$ cat src/rtl/ssl_pkg.sv
`default_nettype none
package ssl_pkg;
    // ==========================================
    // serial word and steering codes
    localparam int WORD_W = 24;
    localparam logic [1:0] STEER_CONFIG = 2'b00;
    localparam logic [1:0] STEER_REFERENCE = 2'b01;
    localparam logic [1:0] STEER_FEEDBACK = 2'b10;

    // ==========================================
    // reset contents of the three latches
    localparam logic [23:0] CONFIG_RST = 24'h00_0000;
    localparam logic [23:0] FEEDBACK_RST = 24'h00_0000;
    localparam logic [23:0] REFERENCE_RST = 24'h00_0000;
    localparam logic GAIN_RST = 1'b0;

    // ==========================================
    // lock detector and dividers
    localparam logic [2:0] LOCK_CYCLES_FINE = 3'h5;
    localparam logic [2:0] LOCK_CYCLES_COARSE = 3'h3;
    localparam int PHASE_ERR_NS = 15;
    localparam logic [17:0] PRESCALE_8 = 18'h0_0008;
    localparam logic [17:0] PRESCALE_16 = 18'h0_0010;
    localparam logic [17:0] PRESCALE_32 = 18'h0_0020;

    // ==========================================
    // pin sampling: bit positions in the synchroniser vector
    localparam int PIN_N = 5;
    localparam int PIN_SER_CLK = 0;
    localparam int PIN_SER_DATA = 1;
    localparam int PIN_LOAD = 2;
    localparam int PIN_REF_CLK = 3;
    localparam int PIN_PHASE_OK = 4;

    // ==========================================
    // latch layouts, msb first, 24 bits each
    typedef struct packed {
        logic [1:0] prescaler_sel;
        logic [1:0] power_down;
        logic [2:0] pump_current_second;
        logic [2:0] pump_current_first;
        logic [1:0] output_power_level;
        logic mute_till_lock;
        logic pump_gain_flag;
        logic pump_tristate;
        logic phase_polarity_sel;
        logic [2:0] out_mux_sel;
        logic counter_reset;
        logic [1:0] core_power_level;
        logic [1:0] latch_steer_bits;
    } ssl_config_t;

    typedef struct packed {
        logic halved_prescale_sel;
        logic halved_out_en;
        logic pump_gain_flag;
        logic [12:0] main_count;
        logic spare_bit;
        logic [4:0] swallow_count;
        logic [1:0] latch_steer_bits;
    } ssl_feedback_t;

    typedef struct packed {
        logic [1:0] spare_bit;
        logic [1:0] band_clk_div;
        logic factory_test_en;
        logic lock_precision_sel;
        logic [1:0] antibacklash_width;
        logic [13:0] ref_ratio;
        logic [1:0] latch_steer_bits;
    } ssl_reference_t;
endpackage
`default_nettype wire

$ cat src/rtl/ssl_sync.sv
`default_nettype none
module ssl_sync #(
    parameter int W = 1
) (
    input wire logic clk_sys_i,
    input wire logic resetn_i,
    input wire logic [W-1:0] async_i,
    output logic [W-1:0] sync_o
);
    logic [W-1:0] meta_r;
    logic [W-1:0] sync_r;

    // first stage feeds only the second stage
    always_ff @(posedge clk_sys_i) begin
        if (!resetn_i) begin
            meta_r <= '0;
            sync_r <= '0;
        end else begin
            meta_r <= async_i;
            sync_r <= meta_r;
        end
    end

    assign sync_o = sync_r;
endmodule
`default_nettype wire

$ cat src/rtl/ssl_lock_det.sv
`default_nettype none
module ssl_lock_det (
    input wire logic clk_sys_i,
    input wire logic resetn_i,
    input wire logic clear_i,
    input wire logic ref_tick_i,
    input wire logic phase_ok_i,
    input wire logic precision_i,
    output logic locked_o
);
    logic [2:0] run_r;
    logic [2:0] run_nxt;
    logic locked_r;
    logic locked_nxt;
    logic [2:0] target;

    always_comb begin
        target = precision_i ? ssl_pkg::LOCK_CYCLES_FINE : ssl_pkg::LOCK_CYCLES_COARSE;
        run_nxt = run_r;
        locked_nxt = locked_r;
        if (clear_i) begin
            run_nxt = 3'h0;
            locked_nxt = 1'b0;
        end else if (ref_tick_i) begin
            if (phase_ok_i) begin
                // saturate so a long lock never wraps
                if (run_r < 3'h7) begin
                    run_nxt = run_r + 3'h1;
                end
                // widened: a saturated count of 7 must not wrap to 0 and drop lock
                locked_nxt = ({1'b0, run_r} + 4'h1) >= {1'b0, target};
            end else begin
                run_nxt = 3'h0;
                locked_nxt = 1'b0;
            end
        end
    end

    always_ff @(posedge clk_sys_i) begin
        if (!resetn_i) begin
            run_r <= 3'h0;
            locked_r <= 1'b0;
        end else begin
            run_r <= run_nxt;
            locked_r <= locked_nxt;
        end
    end

    assign locked_o = locked_r;
endmodule
`default_nettype wire

$ cat src/rtl/ssl_latch_bank.sv
// Summary of operation
// two 3-bit pump currents; gain flag 1 picks second, 0 picks first
// with mute-till-lock set, rf outputs stay off until lock
// pump tristate bit 1 puts the charge pump in three-state
// phase polarity 1 positive, 0 negative
// counter reset bit 1 holds reference, A and B counters in reset
// config word carries mux select, output power and core power fields
// steering 1,0 loads the feedback divider word on strobe
// steering 0,1 loads the reference divider word on strobe
// 5-bit swallow count, 0 to 31
// host writes spare bits as zero
// 13-bit main count, valid 3 to 8191
// total division is prescaler times main count plus swallow count
// gain flag shared by two words; last write wins
// halved output enable bit 22 of feedback word
// bit 23 feeds halved output into prescaler
// 14-bit reference ratio, valid 1 to 16383
// bits 16 and 17 select antibacklash width
// lock after five good cycles if precision set, else three
// factory test bit kept zero; user latches rule operation
// band clock field divides reference counter output for band logic
// shift one bit per rising serial clock; load last 24 on strobe
// host keeps serial clock at or below 20 MHz; this block samples at 25 MHz and needs 6.25 MHz or less
// steering 0,0 loads the config word on strobe
// host programs reference, then config, then feedback word
// strobe low while shifting, msb first, steering bits last
// shifting without a strobe edge changes no latch
`default_nettype none
module ssl_latch_bank (
    input wire logic clk_sys_i,
    input wire logic resetn_i,
    input wire logic ser_clk_i,
    input wire logic ser_data_i,
    input wire logic load_strobe_i,
    input wire logic ref_clk_i,
    input wire logic phase_ok_i,
    output ssl_pkg::ssl_config_t config_o,
    output ssl_pkg::ssl_feedback_t feedback_o,
    output ssl_pkg::ssl_reference_t reference_o,
    output logic pump_gain_flag_o,
    output logic [2:0] pump_current_o,
    output logic pump_tristate_o,
    output logic phase_polarity_o,
    output logic counter_reset_o,
    output logic rf_out_en_o,
    output logic locked_o,
    output logic [17:0] feedback_ratio_o,
    output logic ref_tick_o,
    output logic band_tick_o,
    output logic factory_test_o
);
    // ==========================================
    // pin sampling
    logic [ssl_pkg::PIN_N-1:0] pins_async;
    logic [ssl_pkg::PIN_N-1:0] pins;

    assign pins_async[ssl_pkg::PIN_SER_CLK] = ser_clk_i;
    assign pins_async[ssl_pkg::PIN_SER_DATA] = ser_data_i;
    assign pins_async[ssl_pkg::PIN_LOAD] = load_strobe_i;
    assign pins_async[ssl_pkg::PIN_REF_CLK] = ref_clk_i;
    assign pins_async[ssl_pkg::PIN_PHASE_OK] = phase_ok_i;

    // oversampled at 25 MHz: each serial clock level must last two system clocks
    // limitation: a level shorter than two clocks can vanish unseen
    // phase_ok shares the delay of ref_clk, keeping it aligned to its tick
    ssl_sync #(
        .W(ssl_pkg::PIN_N)
    ) u_sync (
        .clk_sys_i(clk_sys_i),
        .resetn_i(resetn_i),
        .async_i(pins_async),
        .sync_o(pins)
    );

    // ==========================================
    // edge detection on synchronised levels
    // detectors reset low, the idle level of all three pins: no false edge
    logic sclk_d_r;
    logic load_d_r;
    logic ref_d_r;
    logic sclk_rise;
    logic load_rise;
    logic ref_rise;

    always_ff @(posedge clk_sys_i) begin
        if (!resetn_i) begin
            sclk_d_r <= 1'b0;
            load_d_r <= 1'b0;
            ref_d_r <= 1'b0;
        end else begin
            sclk_d_r <= pins[ssl_pkg::PIN_SER_CLK];
            load_d_r <= pins[ssl_pkg::PIN_LOAD];
            ref_d_r <= pins[ssl_pkg::PIN_REF_CLK];
        end
    end

    assign sclk_rise = pins[ssl_pkg::PIN_SER_CLK] & ~sclk_d_r;
    assign load_rise = pins[ssl_pkg::PIN_LOAD] & ~load_d_r;
    assign ref_rise = pins[ssl_pkg::PIN_REF_CLK] & ~ref_d_r;

    // ==========================================
    // shift register and latches
    // the input register shifts in any state; only the strobe moves words
    logic [23:0] shift_r;
    logic [23:0] shift_nxt;
    ssl_pkg::ssl_config_t cfg_r;
    ssl_pkg::ssl_config_t cfg_nxt;
    ssl_pkg::ssl_feedback_t fbk_r;
    ssl_pkg::ssl_feedback_t fbk_nxt;
    ssl_pkg::ssl_reference_t ref_r;
    ssl_pkg::ssl_reference_t ref_nxt;
    logic gain_r;
    logic gain_nxt;
    ssl_pkg::ssl_config_t shift_as_cfg;
    ssl_pkg::ssl_feedback_t shift_as_fbk;

    assign shift_as_cfg = ssl_pkg::ssl_config_t'(shift_r);
    assign shift_as_fbk = ssl_pkg::ssl_feedback_t'(shift_r);

    always_comb begin
        shift_nxt = shift_r;
        cfg_nxt = cfg_r;
        fbk_nxt = fbk_r;
        ref_nxt = ref_r;
        gain_nxt = gain_r;
        // msb arrives first, so steering bits end up in [1:0]
        if (sclk_rise) begin
            shift_nxt = {shift_r[22:0], pins[ssl_pkg::PIN_SER_DATA]};
        end
        // latches change only here, on the strobe edge
        // a short word mixes with older bits; the host sends all 24
        if (load_rise) begin
            // shared gain flag: whichever word loads last owns it
            case (shift_r[1:0])
                ssl_pkg::STEER_CONFIG: begin
                    cfg_nxt = shift_as_cfg;
                    gain_nxt = shift_as_cfg.pump_gain_flag;
                end
                ssl_pkg::STEER_FEEDBACK: begin
                    fbk_nxt = shift_as_fbk;
                    gain_nxt = shift_as_fbk.pump_gain_flag;
                end
                ssl_pkg::STEER_REFERENCE: begin
                    ref_nxt = ssl_pkg::ssl_reference_t'(shift_r);
                end
                // factory test latch: not kept, word dropped
                default: begin
                    ref_nxt = ref_r;
                end
            endcase
        end
    end

    always_ff @(posedge clk_sys_i) begin
        if (!resetn_i) begin
            shift_r <= 24'h00_0000;
            cfg_r <= ssl_pkg::ssl_config_t'(ssl_pkg::CONFIG_RST);
            fbk_r <= ssl_pkg::ssl_feedback_t'(ssl_pkg::FEEDBACK_RST);
            ref_r <= ssl_pkg::ssl_reference_t'(ssl_pkg::REFERENCE_RST);
            gain_r <= ssl_pkg::GAIN_RST;
        end else begin
            shift_r <= shift_nxt;
            cfg_r <= cfg_nxt;
            fbk_r <= fbk_nxt;
            ref_r <= ref_nxt;
            gain_r <= gain_nxt;
        end
    end

    // ==========================================
    // reference counter and band select divider
    // counter reset is a level hold, so it wins over a pending edge
    // mask 0/1/3/7 gives one band tick per 1/2/4/8 reference ticks
    logic [13:0] rcnt_r;
    logic [13:0] rcnt_nxt;
    logic rtick_r;
    logic rtick_nxt;
    logic [2:0] bcnt_r;
    logic [2:0] bcnt_nxt;
    logic btick_r;
    logic btick_nxt;
    logic [2:0] bmask;
    logic [13:0] rlast;

    always_comb begin
        // a ratio of zero behaves as one
        rlast = (ref_r.ref_ratio == 14'h0000) ? 14'h0000 : ref_r.ref_ratio - 14'h0001;
        case (ref_r.band_clk_div)
            2'h0: bmask = 3'h0;
            2'h1: bmask = 3'h1;
            2'h2: bmask = 3'h3;
            default: bmask = 3'h7;
        endcase
        rcnt_nxt = rcnt_r;
        rtick_nxt = 1'b0;
        bcnt_nxt = bcnt_r;
        btick_nxt = 1'b0;
        if (cfg_r.counter_reset) begin
            rcnt_nxt = 14'h0000;
            bcnt_nxt = 3'h0;
        end else begin
            if (ref_rise) begin
                if (rcnt_r >= rlast) begin
                    rcnt_nxt = 14'h0000;
                    rtick_nxt = 1'b1;
                end else begin
                    rcnt_nxt = rcnt_r + 14'h0001;
                end
            end
            if (rtick_r) begin
                if ((bcnt_r & bmask) == bmask) begin
                    bcnt_nxt = 3'h0;
                    btick_nxt = 1'b1;
                end else begin
                    bcnt_nxt = bcnt_r + 3'h1;
                end
            end
        end
    end

    always_ff @(posedge clk_sys_i) begin
        if (!resetn_i) begin
            rcnt_r <= 14'h0000;
            rtick_r <= 1'b0;
            bcnt_r <= 3'h0;
            btick_r <= 1'b0;
        end else begin
            rcnt_r <= rcnt_nxt;
            rtick_r <= rtick_nxt;
            bcnt_r <= bcnt_nxt;
            btick_r <= btick_nxt;
        end
    end

    // ==========================================
    // lock detector
    logic locked;

    // phase_ok sampled with the tick it belongs to
    // counter reset doubles as lock clear; a stale lock must not survive it
    ssl_lock_det u_lock (
        .clk_sys_i(clk_sys_i),
        .resetn_i(resetn_i),
        .clear_i(cfg_r.counter_reset),
        .ref_tick_i(rtick_r),
        .phase_ok_i(pins[ssl_pkg::PIN_PHASE_OK]),
        .precision_i(ref_r.lock_precision_sel),
        .locked_o(locked)
    );

    // ==========================================
    // derived outputs, all registered
    // one clock behind the latches; registers keep glitches off the outputs
    logic [17:0] modulus;
    logic [17:0] ratio_nxt;
    logic [17:0] ratio_r;
    logic [2:0] cur_nxt;
    logic [2:0] cur_r;
    logic rf_en_nxt;
    logic rf_en_r;

    always_comb begin
        // codes 2 and 3 both select modulus 32
        case (cfg_r.prescaler_sel)
            2'h0: modulus = ssl_pkg::PRESCALE_8;
            2'h1: modulus = ssl_pkg::PRESCALE_16;
            default: modulus = ssl_pkg::PRESCALE_32;
        endcase
        // largest ratio 32 x 8191 + 31 still fits 18 bits
        ratio_nxt = 18'(modulus * {5'h00, fbk_r.main_count}) + {13'h0000, fbk_r.swallow_count};
        cur_nxt = gain_r ? cfg_r.pump_current_second : cfg_r.pump_current_first;
        // with mute off the outputs run even while unlocked
        rf_en_nxt = ~(cfg_r.mute_till_lock & ~locked);
    end

    always_ff @(posedge clk_sys_i) begin
        if (!resetn_i) begin
            ratio_r <= 18'h0_0000;
            cur_r <= 3'h0;
            rf_en_r <= 1'b0;
        end else begin
            ratio_r <= ratio_nxt;
            cur_r <= cur_nxt;
            rf_en_r <= rf_en_nxt;
        end
    end

    // whole latches leave the block, next to the decoded pump, ratio, rf and config bit outputs
    assign config_o = cfg_r;
    assign feedback_o = fbk_r;
    assign reference_o = ref_r;
    assign pump_gain_flag_o = gain_r;
    assign pump_current_o = cur_r;
    assign pump_tristate_o = cfg_r.pump_tristate;
    assign phase_polarity_o = cfg_r.phase_polarity_sel;
    assign counter_reset_o = cfg_r.counter_reset;
    assign rf_out_en_o = rf_en_r;
    assign locked_o = locked;
    assign feedback_ratio_o = ratio_r;
    assign ref_tick_o = rtick_r;
    assign band_tick_o = btick_r;
    assign factory_test_o = ref_r.factory_test_en;
endmodule
`default_nettype wire

$ cat config.mk
export PLATFORM = sky130hd
export DESIGN_NAME = ssl_latch_bank
export DESIGN_NICKNAME = d
export VERILOG_FILES = /design/src/rtl/ssl_pkg.sv /design/src/rtl/ssl_sync.sv /design/src/rtl/ssl_lock_det.sv /design/src/rtl/ssl_latch_bank.sv
export SDC_FILE = /design/constraint.sdc
export NUM_CORES = 1
export LEC_CHECK = 0
export ABC_AREA = 1
export BUFFER_PORTS_ARGS = -buffer_cell sky130_fd_sc_hd__buf_2
export CORE_MARGIN = 4
export CORE_UTILIZATION = 35
export DETAILED_ROUTE_END_ITERATION = 7
export GPL_TIMING_DRIVEN = 0
export MAX_ROUTING_LAYER = met4
export SLEW_MARGIN = 0
export SYNTH_ARGS = -nofsm -noshare
export SYNTH_HDL_FRONTEND = slang
export SYNTH_HIERARCHICAL = 1
export SYNTH_SLANG_ARGS = --single-unit
$ cat constraint.sdc
create_clock -name clk_sys_i -period 4.6 [get_ports clk_sys_i]
set_input_delay 0.23 -clock clk_sys_i [delete_from_list [all_inputs] [get_ports clk_sys_i]]
set_output_delay 0.23 -clock clk_sys_i [all_outputs]
set_load 0.005 [all_outputs]
* Yosys cells after proc, flatten, opt, wreduce, memory -nomap -nowiden *
Index checks and enable logic that the tools add are counted.

operators by class
  add/sub/neg operators = 6
  multipliers = 1
  order comparisons = 3
  eq/ne operators = 7
  multiplexer cells = 13
  bitwise gates (word level) = 13
  reduce and logical (&&, ||, !) cells = 13

operators by type and width
  operator               number
  $mux 14                2
  $add 18x5->18          1
  $mul 18x13->18         1
  $mux 3                 5
  $add 14x1->14 const B  1
  $ge 14x14->1           1
  $logic_not 14->1       1
  $sub 14x1->14 const B  1
  $pmux 6 s2             1
  $reduce_and 2->1       5
  $pmux 3 s3             1
  $not 1->1              8
  $add 3x1->3 const B    2
  $eq 2x1->1 const B     3
  $logic_not 2->1        3
  $reduce_or 3->1        2
  $add 3x1->4 const B    1
  $and 1x1->1            4
  $eq 2x2->1 const B     2
  $ge 4x3->1             1
  $and 3x3->3            1
  $eq 3x3->1             1
  $lt 3x3->1 const B     1
  $mux 1                 3
  other kinds (4)        4

word-level totals
  register bits after elaboration = 155
  output and inout port bits = 102
  logic and storage cells = 99

* Logic depth before layout (Yosys ltp) *
Gate-level depths: netlist (run 1).

  depth after elaboration = 5
  mapped depth = 19
  depth with buffers taken out = 18

* Cells and area by module *
The synthesis (run 1) kept the hierarchy.

modules (own cells, without submodules)
  module          instances  cells an instance  area an instance (µm²)
  ssl_latch_bank  1          947                7,249.5
  ssl_sync        1          31                 286.5
  ssl_lock_det    1          41                 280.3

* Least setup slack after synthesis (run 1) *
OpenSTA, ideal clock, no wires.

  kind = reg-to-reg
  start = register cfg_r (netlist bit config_o[23])
  end = register ratio_r[11] (netlist: feedback_ratio_o[11])
  data arrival time = 3.321 ns
  data required time = 4.487 ns
  slack = 1.167 ns
  stages on the path, launching flop included = 19
  cells stage by stage = dfxtp_1 -> buf_2 -> nor2_1 -> clkinv_1 -> nor2_1 -> fa_1 -> ha_1 -> ha_1 -> ha_1 -> ha_1 -> inv_1 -> nor2_1 -> o21ai_1 -> nand2_1 -> inv_1 -> o21ai_1 -> nand2_1 -> nand2_1 -> nor2_1

between the ends
  cells in the longest elaborated chain, start to end = 4
  elaborated cells between the ends (all ways) = 5

ends and longest elaborated chain
  element                                               line                   RTL
  from (decl)                                           ssl_latch_bank.sv:106  ssl_pkg::ssl_config_t cfg_r;
  from (signal assigned)                                ssl_latch_bank.sv:157  cfg_r <= ssl_pkg::ssl_config_t'(ssl_pkg::CONFIG_RST);
  from (signal assigned)                                ssl_latch_bank.sv:163  cfg_r <= cfg_nxt;
  $eq 2x1->1 / $logic_not 2->1 (equally long branches)  ssl_latch_bank.sv:264  case (cfg_r.prescaler_sel)
  $pmux 6 s2 (*)                                        ssl_latch_bank.sv:264
  $mul 18x13->18 (*)                                    ssl_latch_bank.sv:270  ratio_nxt = 18'(modulus * {5'h00, fbk_r.main_count}) + {13'h0000, fbk_r.swallow_count};
  $add 18x5->18 (*)                                     ssl_latch_bank.sv:270
  to (signal assigned)                                  ssl_latch_bank.sv:282  ratio_r <= ratio_nxt;
  to (decl)                                             ssl_latch_bank.sv:256  logic [17:0] ratio_r;

Mark *: on every way between the ends. The rest lies on a longest branch, timed or not.
A chain may end at the register's enable or synchronous reset.

* Worst setup path in the final report (run 1) *
  start = register cfg_r (netlist bit config_o[23])
  end = register ratio_r[17] (netlist: feedback_ratio_o[17])

The elaborated chain is that of the path after synthesis.

==> flow_summary.ini, run 1 <==
[timing]
setup_viol = 0
min_period_ns = 4.13
fin_ws_ns = 0.469
fin_setup_tns_ns = 0
hold-worst-slack_ns = 0.205
max-slew-margin-rel = 0.614
finalHoldViolations = 0
slew_viol_final = 0
rsz0062_at_grt = false
tightest_slew_ns = 0.577
timing.fmax_mhz = 242
finalCritPeriodShare = 0.898
skew_ns = 0.0165

[global_route]
grt_pass1_wl_mm = 32.7
antenna_found_initial = 0
grt_pass1_vias = 6235
grtUsageTotal = 0.172
grt_overflow = 0
grt_max_degree = 18

[logic_synthesis]
synth.area.mux_share = 0
synth_compound_area_frac = 0.124
synth-seq-area-share = 0.397
synth-xor-area-share = 0.0247
postSynthCellCount = 1019
syn_area_sq_um = 7820
synth_top_family_by_area = simple AND/OR/NAND/NOR gates
synth_top_cell_by_area = dfxtp_1
syn_nets = 1105
synthArstFlopShare = 0
yosys-top-cells-area = dfxtp_1 40%, ha_1 11%, nor2_1 9.9%
ys_warn_count = 6
synth-adder-area-share = 0.138
avgSynthCellArea_sq_um = 7.67
synth_top_area_share = 0.397
yosys.area_share.simple = 0.224
synth_common_cells = 207 x nor2_1, 155 x dfxtp_1, 142 x nand2_1, 119 x inv_1, 107 x o21ai_0
yosysMostFrequentCell = nor2_1
synth_edf_count = 0
ys_ff_latch = 155
ys_types = 40
synth_ff_type = dfxtp_1

[placed_design]
globalplace.congestion = 0.864
portBuffers = 108
dp_slack_ns = 0.474
dp_hpwl_mm = 15.8

[detailed_routing]
vias = 6787
wirelength_mm = 20.5
drc = 0
wl_per_cell_um = 14.2
dr.pass1.iters = 5
ant_nets = 0
first_iter_violations = 374
viasPerCell = 4.70

[die]
rows = 54
die_area_sq_um = 24800
core-area_sq_um = 21900
die_h_um = 157
initial_core_util = 0.357
io_pins = 109
dieWidth_um = 157

[cts]
numCtsBuffers = 17
path_clk_slew_ns = 0.07
cts_tree = built
worstSkewPairLatency_ns = 0.43
clockBufferDepth = 2
cts_setup_buffers = 0
cts.sinks = 155
clockRootBuffer = clkbuf_16
cts_max_level = 4

[worst_setup_path]
cp-start-kind = flop
r2r_end = feedback_ratio_o[17]$_SDFF_PN0_
rr_startpoint = config_o[23]$_SDFFE_PN0P_
endpoint = feedback_ratio_o[17]$_SDFF_PN0_
end_kind = flop
reg2regPathDepth = 16
crit_fanout = 9
regToRegSetupSlack_ns = 0.47
cp_data_arrival_time_ns = 4.49
crit_path_start = config_o[23]$_SDFFE_PN0P_
crit_type = reg -> reg
cp_data_required_time_ns = 4.95

[layout]
fill_cells = 2271
drive_gt1_frac = 0.173
area_delta_synth_final_pct = 19.7
fin_nets = 1237
area.sequential_sq_um = 3100
n_antenna_cell = 0
multiInputGateArea_sq_um = 3990
final_core_util = 0.427

[run]
drv_cap = 0

[min_path]
min_path_type = in -> reg

[power_and_ir_drop]
powerDensity_nw_per_um2 = 332
cellLeakagePower_uw = 0.00484
report.power.total_uw = 3100
irDropWorstVdd_mv = 0.230

[outcome]
status = finished, final reports clean
## registers in the layout, summed over array words and instances, names as in the netlist, 3 cells and up
| register | cells |
|---|---|
| feedback_o | 24 |
| bcnt_r | 3 |
| u_lock/run_r | 3 |
| shift_as_cfg | 24 |
| reference_o | 23 |
| u_sync/meta_r | 5 |
| rcnt_r | 14 |
| pump_current_o | 3 |
| config_o | 21 |
| feedback_ratio_o | 18 |
| u_sync/sync_o | 5 |
## through the flow
stage          instances  cell area [sq um]
3_3_place_gp        1407               8710
5_1_grt             1444               9360
3_5_place_dp        1407               8710
6_report            1444               9360
2_1_floorplan       1019               7820
4_1_cts             1444               9360
## worst min path at each step
| stage | slack [ns] | start | to | depth (start not counted) |
|---|---|---|---|---|
| floorplan | 0.32 | ref_clk_i | u_sync/meta_r[3]$_SDFF_PN0_ | 2 |
| global placement | 0.39 | u_sync/meta_r[3]$_SDFF_PN0_ | u_sync/sync_o[3]$_SDFF_PN0_ | 2 |
| detailed placement | 0.40 | u_sync/meta_r[4]$_SDFF_PN0_ | u_sync/sync_o[4]$_SDFF_PN0_ | 2 |
| CTS | 0.20 | resetn_i | u_sync/meta_r[2]$_SDFF_PN0_ | 4 |
| global route | 0.19 | resetn_i | u_sync/sync_o[0]$_SDFF_PN0_ | 4 |
| finish | 0.21 | resetn_i | u_sync/meta_r[0]$_SDFF_PN0_ | 4 |
## cells by family (layout without fill, tap and decap cells)
logic type,count (synthesis),count (layout)
AOI/OAI and AO/OA,185,185
xor gates and xnor gates,22,22
adders and majority gates,79,79
buffers and inverters,166,311
DFF,155,155
and+or+nand+nor,412,412
## area by class of cell
| cell class | count | area share |
|---|---|---|
| Sequential cell | 155 | 0.332 |
| Clock inverter | 14 | 0.0171 |
| Multi-Input combinational cell | 698 | 0.427 |
| Clock buffer | 18 | 0.0469 |
| Buffer | 40 | 0.0266 |
| Timing Repair Buffer | 113 | 0.0631 |
| Tap cell | 280 | 0.0374 |
| Inverter | 126 | 0.0505 |
## cell usage in the layout (no fill, tap or decap), drive strengths merged, types with 12 or more instances in the layout
cell type	instances
inv	135
clkbuf	30
dfxtp	155
ha	67
fa	12
nand2	148
buf	136
a21oi	60
o21ai	113
xor2	18
nand3	28
nor2	218
## repair_timing
| action | 4_1_cts | 5_1_grt |
|---|---|---|
| hold endpoints to repair | 5 | 0 |
| hold buffers | 5 | 0 |
| resized for setup | 0 | 0 |
## worst max-delay path, stage by stage, from the launching register on
cell,delay [ns]
dfxtp_1,0.31
buf_2,0.18
nor2_1,0.38
clkinv_1,0.39
nor2_1,0.24
fa_1,0.46
ha_1,0.31
ha_1,0.29
ha_1,0.29
ha_1,0.36
a21oi_1,0.24
o21ai_0,0.15
nand2_1,0.08
nand3_1,0.14
nand2_1,0.11
nand2_1,0.05
nor2_1,0.09
## power breakdown
part	internal [uW]	switching, uW	total (uW)
Sequential	1380	36.0	1410
Combinational	89.3	153	242
Clock	793	653	1450
## per-layer routing
layer,vias to the layer above,routed length (um),GRT usage
met5,-,0,-
met4,0,284,0.0430
met3,19,1000,0.0388
met2,157,9030,0.254
met1,3103,10200,0.239
li1,3508,-,-
Note: power is estimated with default switching activity, not from simulation.
==> inputs of run 2 (changes only) <==
--- a/config.mk
+++ b/config.mk
@@ -12,6 +12,7 @@
 export DETAILED_ROUTE_END_ITERATION = 7
 export GPL_TIMING_DRIVEN = 0
 export MAX_ROUTING_LAYER = met4
+export REMOVE_ABC_BUFFERS = 1
 export SLEW_MARGIN = 0
 export SYNTH_ARGS = -nofsm -noshare
 export SYNTH_HDL_FRONTEND = slang
==> flow_summary.ini, run 2 (synthesis gave the netlist of run 1 again) <==
[die]
die_area_sq_um = 24800
initial_core_util = 0.357
rows = 54
io_pins = 109
core-area_sq_um = 21900
dieWidth_um = 157
die_h_um = 157

[cts]
path_clk_slew_ns = 0.07
cts_setup_buffers = 0
numCtsBuffers = 17
clockBufferDepth = 2
cts_tree = built
cts_max_level = 4
cts.sinks = 155
clockRootBuffer = clkbuf_16
worstSkewPairLatency_ns = 0.43

[worst_setup_path]
crit_fanout = 18
cpMaxStageDelayCell = dfxtp_1
cp_data_arrival_time_ns = 4.60
crit_path_start = config_o[23]$_SDFFE_PN0P_
end_kind = flop
path_buf_inv = 1
crit_type = reg -> reg
critPathTopFamily = adder cells
cp_data_required_time_ns = 4.92
max_stage_delay_ns = 0.52
rr_startpoint = config_o[23]$_SDFFE_PN0P_
crit_chain = nor2_1 > clkinv_1 > nor2_1 > fa_1 > ha_1 > ha_1 > ha_1 > ha_1 > a21oi_1 > o21ai_0 > nand2_1 > nand3_1 > nor2_1 > nor2_1
cp-start-kind = flop

[power_and_ir_drop]
sw_frac_of_total = 0.274
p_switching_uw = 823
pwr-share-comb = 0.074
intPower_uw = 2180
cellLeakagePower_uw = 0.00468
pwr-share-seq = 0.470
power.clock.fraction = 0.456
irDropWorstVdd_mv = 0.244
powerDensity_nw_per_um2 = 330

[global_route]
grt_max_degree = 114
antenna_found_initial = 0
grt_pass1_wl_mm = 31.0
grt_overflow = 0
grt_pass1_vias = 6180
grtUsageTotal = 0.162

[placed_design]
dp_hpwl_mm = 14.0
globalplace.congestion = 0.880
place_area_sq_um = 8490
dp.cells = 1368
portBuffers = 108

[layout]
area_delta_synth_final_pct = 16.7
n_antenna_cell = 0
final_common_cell = nor2_1
mostFrequentLayoutCells = 206 x nor2_1, 155 x dfxtp_1, 142 x nand2_1
fin_cells = 1405
drive_gt1_frac = 0.154
fin_area_sq_um = 9120
fin_nets = 1198
fill_cells = 2300
final_core_util = 0.417

[timing]
max-slew-margin-rel = 0.401
slew_viol_final = 0
rsz0062_at_grt = false
fin_setup_tns_ns = 0
min_period_ns = 4.28
finalCritPeriodShare = 0.930
timing.fmax_mhz = 234
skew_ns = 0.00927
setup_viol = 0
tightest_slew_ns = 0.898
finalHoldViolations = 0
hold-worst-slack_ns = 0.128

[detailed_routing]
wl_per_cell_um = 13.6
viasPerCell = 4.64
first_iter_violations = 321
dr.pass1.iters = 5
ant_nets = 0
vias = 6521
wirelength_mm = 19.1
drc = 0

[min_path]
hold_path.startpoint = resetn_i
min_path_type = in -> reg

[outcome]
status = finished, final reports clean

[run]
drv_cap = 0
-- run 2: cell types whose count changed in the layout (fill, tap and decap cells not counted), moves of 2 or more --
cell	change
buf_2	-13
buf_4	-9
buf_6	-6
clkbuf_1	-10
clkinv_8	+2
clkinvlp_4	+2
inv_8	-2
-- run 2: power groups by stage --
stage	clock (uW)	combinational, uW	sequential, uW
after floorplan	0	141	1430
after global placement	0	217	1440
after detailed placement	0	222	1440
after CTS	1410	226	1410
after global routing	1470	261	1420
final	1370	222	1410
-- run 2: layout make-up --
class | instances | area, sq um | share of cell area
multi-input cells | 698 | 3990 | 0.438
flip-flops and latches | 155 | 3100 | 0.340
repair buffers | 114 | 621 | 0.0680
inverters | 126 | 473 | 0.0519
clock buffers | 18 | 429 | 0.0471
well taps | 280 | 350 | 0.0384
clock inverters | 14 | 150 | 0.0165
-- run 2: repair_timing --
action / in CTS / in global routing
resized for setup: 0 / 0
endpoints found under the hold margin: 5 / 0
hold buffers: 5 / 0
-- run 2: per-stage QoR --
step	worst slack [ns]	total power, uW
after floorplan	1.14	1570
after global placement	0.326	1660
after detailed placement	0.355	1670
after CTS	0.327	3050
after global routing	0.0240	3150
final	0.324	3010
-- run 2: tightest hold or removal path: cells and delay by family --
family	cells	cell delay [ns]
buf+inv	2	0.21
simple gates	1	0.07
-- run 2: path summary, 6_finish.rpt --
check / endpoint / slack, ns / depth (start not counted)
worst min-delay path: u_sync/meta_r[0]$_SDFF_PN0_ / 0.13 / 3
worst max register to register: feedback_ratio_o[17]$_SDFF_PN0_ / 0.32 / 14
worst max-delay path: feedback_ratio_o[17]$_SDFF_PN0_ / 0.32 / 14
worst min register to register: u_sync/sync_o[2]$_SDFF_PN0_ / 0.41 / 2
-- run 2: routing by layer --
layer / global-route usage / share of wire / vias to the layer above / wire length [um]
met3: 0.0311 / 0.033 / 18 / 621
met4: 0.0471 / 0.016 / 0 / 307
met2: 0.247 / 0.45 / 118 / 8590
met1: 0.220 / 0.50 / 2961 / 9590
li1: - / - / 3424 / -
met5: - / 0 / - / 0
==> inputs of run 3 (changes only) <==
--- a/config.mk
+++ b/config.mk
@@ -8,10 +8,11 @@
 export ABC_AREA = 1
 export BUFFER_PORTS_ARGS = -buffer_cell sky130_fd_sc_hd__buf_2
 export CORE_MARGIN = 4
-export CORE_UTILIZATION = 35
+export CORE_UTILIZATION = 55
 export DETAILED_ROUTE_END_ITERATION = 7
 export GPL_TIMING_DRIVEN = 0
 export MAX_ROUTING_LAYER = met4
+export PLACE_DENSITY = 0.77
 export REMOVE_ABC_BUFFERS = 1
 export SLEW_MARGIN = 0
 export SYNTH_ARGS = -nofsm -noshare
==> flow_summary.ini, run 3 (synthesis gave the netlist of run 1 again) <==
[outcome]
status = finished, final reports clean

[cts]
clockBufferDepth = 2
clockRootBuffer = clkbuf_16
cts_max_level = 4
cts_tree = built
numCtsBuffers = 17
ctsResizeCount = 0
path_clk_slew_ns = 0.06
cts.sinks = 155
worstSkewPairLatency_ns = 0.42

[die]
rows = 43
die_h_um = 127
dieWidth_um = 127
io_pins = 109
core-area_sq_um = 13900
die_area_sq_um = 16200
initial_core_util = 0.563

[timing]
skew_ns = 0.00646
max-slew-margin-rel = 0.405
finalHoldViolations = 0
tightest_slew_ns = 0.892
setup_viol = 0
fin_setup_tns_ns = 0
timing.fmax_mhz = 243
finalCritPeriodShare = 0.895
rsz0062_at_grt = false
slew_viol_final = 0
min_period_ns = 4.11

[detailed_routing]
ant_nets = 0
drc = 0
viasPerCell = 5.09
vias = 6645
first_iter_violations = 533
dr.pass1.iters = 5
wirelength_mm = 17.7
wl_per_cell_um = 13.6

[global_route]
grt_overflow = 0
antenna_found_initial = 0
grt_pass1_vias = 6032
grt_max_degree = 89
grtUsageTotal = 0.227
grt_pass1_wl_mm = 29.1

[layout]
drive_gt1_frac = 0.155
area_delta_synth_final_pct = 15.1
fin_nets = 1198
final_core_util = 0.648
mostFrequentLayoutCells = 206 x nor2_1, 155 x dfxtp_1, 142 x nand2_1
n_antenna_cell = 0
final_common_cell = nor2_1
fill_cells = 1201

[placed_design]
dp_hpwl_mm = 12.9
globalplace.congestion = 0.888
portBuffers = 108

[worst_setup_path]
crit_type = reg -> reg
end_kind = flop
max_stage_delay_ns = 0.50
cp-start-kind = flop
cp_data_required_time_ns = 4.92
crit_chain = nor2_1 > clkinv_1 > nor2_1 > fa_1 > ha_1 > ha_1 > ha_1 > ha_1 > inv_1 > nor2_1 > o21ai_1 > nand2_1 > inv_1 > o21ai_1 > nand2_1 > nand2_1 > nor2_1
cp_data_arrival_time_ns = 4.43
crit_fanout = 18
cpMaxStageDelayCell = dfxtp_1

[power_and_ir_drop]
powerDensity_nw_per_um2 = 334
irDropWorstVdd_mv = 0.363
cellLeakagePower_uw = 0.00469

[min_path]
min_path_type = in -> reg

[run]
drv_cap = 0
==> run 3: cell types whose count changed in the layout (fill, tap and decap cells not counted), sizes merged <==
cell	delta
clkinvlp	-1
bufinv	+1
clkbuf	+1
clkinv	+1
inv	-2
==> run 3: area by class of cell <==
type | count | area [sq um] | area share
clock buffer | 19 | 453 | 0.0503
sequential | 155 | 3100 | 0.345
tap | 180 | 225 | 0.0250
clock inverter | 13 | 129 | 0.0143
timing repair buffer | 114 | 621 | 0.0690
multi-input combinational | 698 | 3990 | 0.444
inverter | 126 | 473 | 0.0526
==> run 3: layer usage <==
metal,share of wire,track usage,vias to the layer above
met1,0.46,0.293,3044
met2,0.47,0.360,159
met5,0,-,-
met4,0.016,0.0650,0
li1,-,-,3419
met3,0.053,0.0514,23
==> run 3: path summary, 6_finish.rpt <==
check	start	to	slack [ns]	cells after the start
hold / removal	resetn_i	u_sync/meta_r[1]$_SDFF_PN0_	0.22	3
hold reg to reg	u_sync/meta_r[2]$_SDFF_PN0_	u_sync/sync_o[2]$_SDFF_PN0_	0.41	2
setup reg to reg	config_o[23]$_SDFFE_PN0P_	feedback_ratio_o[11]$_SDFF_PN0_	0.49	17
setup / recovery	config_o[23]$_SDFFE_PN0P_	feedback_ratio_o[11]$_SDFF_PN0_	0.49	17
==> run 3: where the power goes <==
group,total [uW],internal (uW),switching [uW],leakage [uW]
logic,221,80.7,140,0.00314
registers,1410,1380,36.2,0.00126
clock network,1370,786,584,0.000287
==> run 3: critical path: cells and delay by family (launching register included) <==
family	cells	cell delay (ns)
adder cells (fa/ha/maj)	5	1.67
AND/OR/NAND/NOR	7	1.09
flip-flops	1	0.50
buffers and inverters	3	0.50
AO/OA/AOI/OAI	2	0.24
==> run 3: timing repair <==
| action | 4_1_cts | 5_1_grt |
|---|---|---|
| setup buffers | 0 | 0 |
| hold buffers | 5 | 0 |
| hold endpoints to repair | 5 | 0 |
| endpoints found under the setup margin | 0 | 0 |
==> run 3: stage by stage <==
stage	worst slack, ns	area (sq um)	power, uW	hold WS (ns)	instances
2_1_floorplan	1.14	7570	1570	0.323	979
3_3_place_gp	0.486	8330	1650	0.392	1267
3_5_place_dp	0.526	8360	1660	0.399	1268
4_1_cts	0.518	8990	3020	0.217	1305
5_1_grt	0.114	9000	3110	0.241	1305
6_report	0.485	9000	3010	0.217	1305
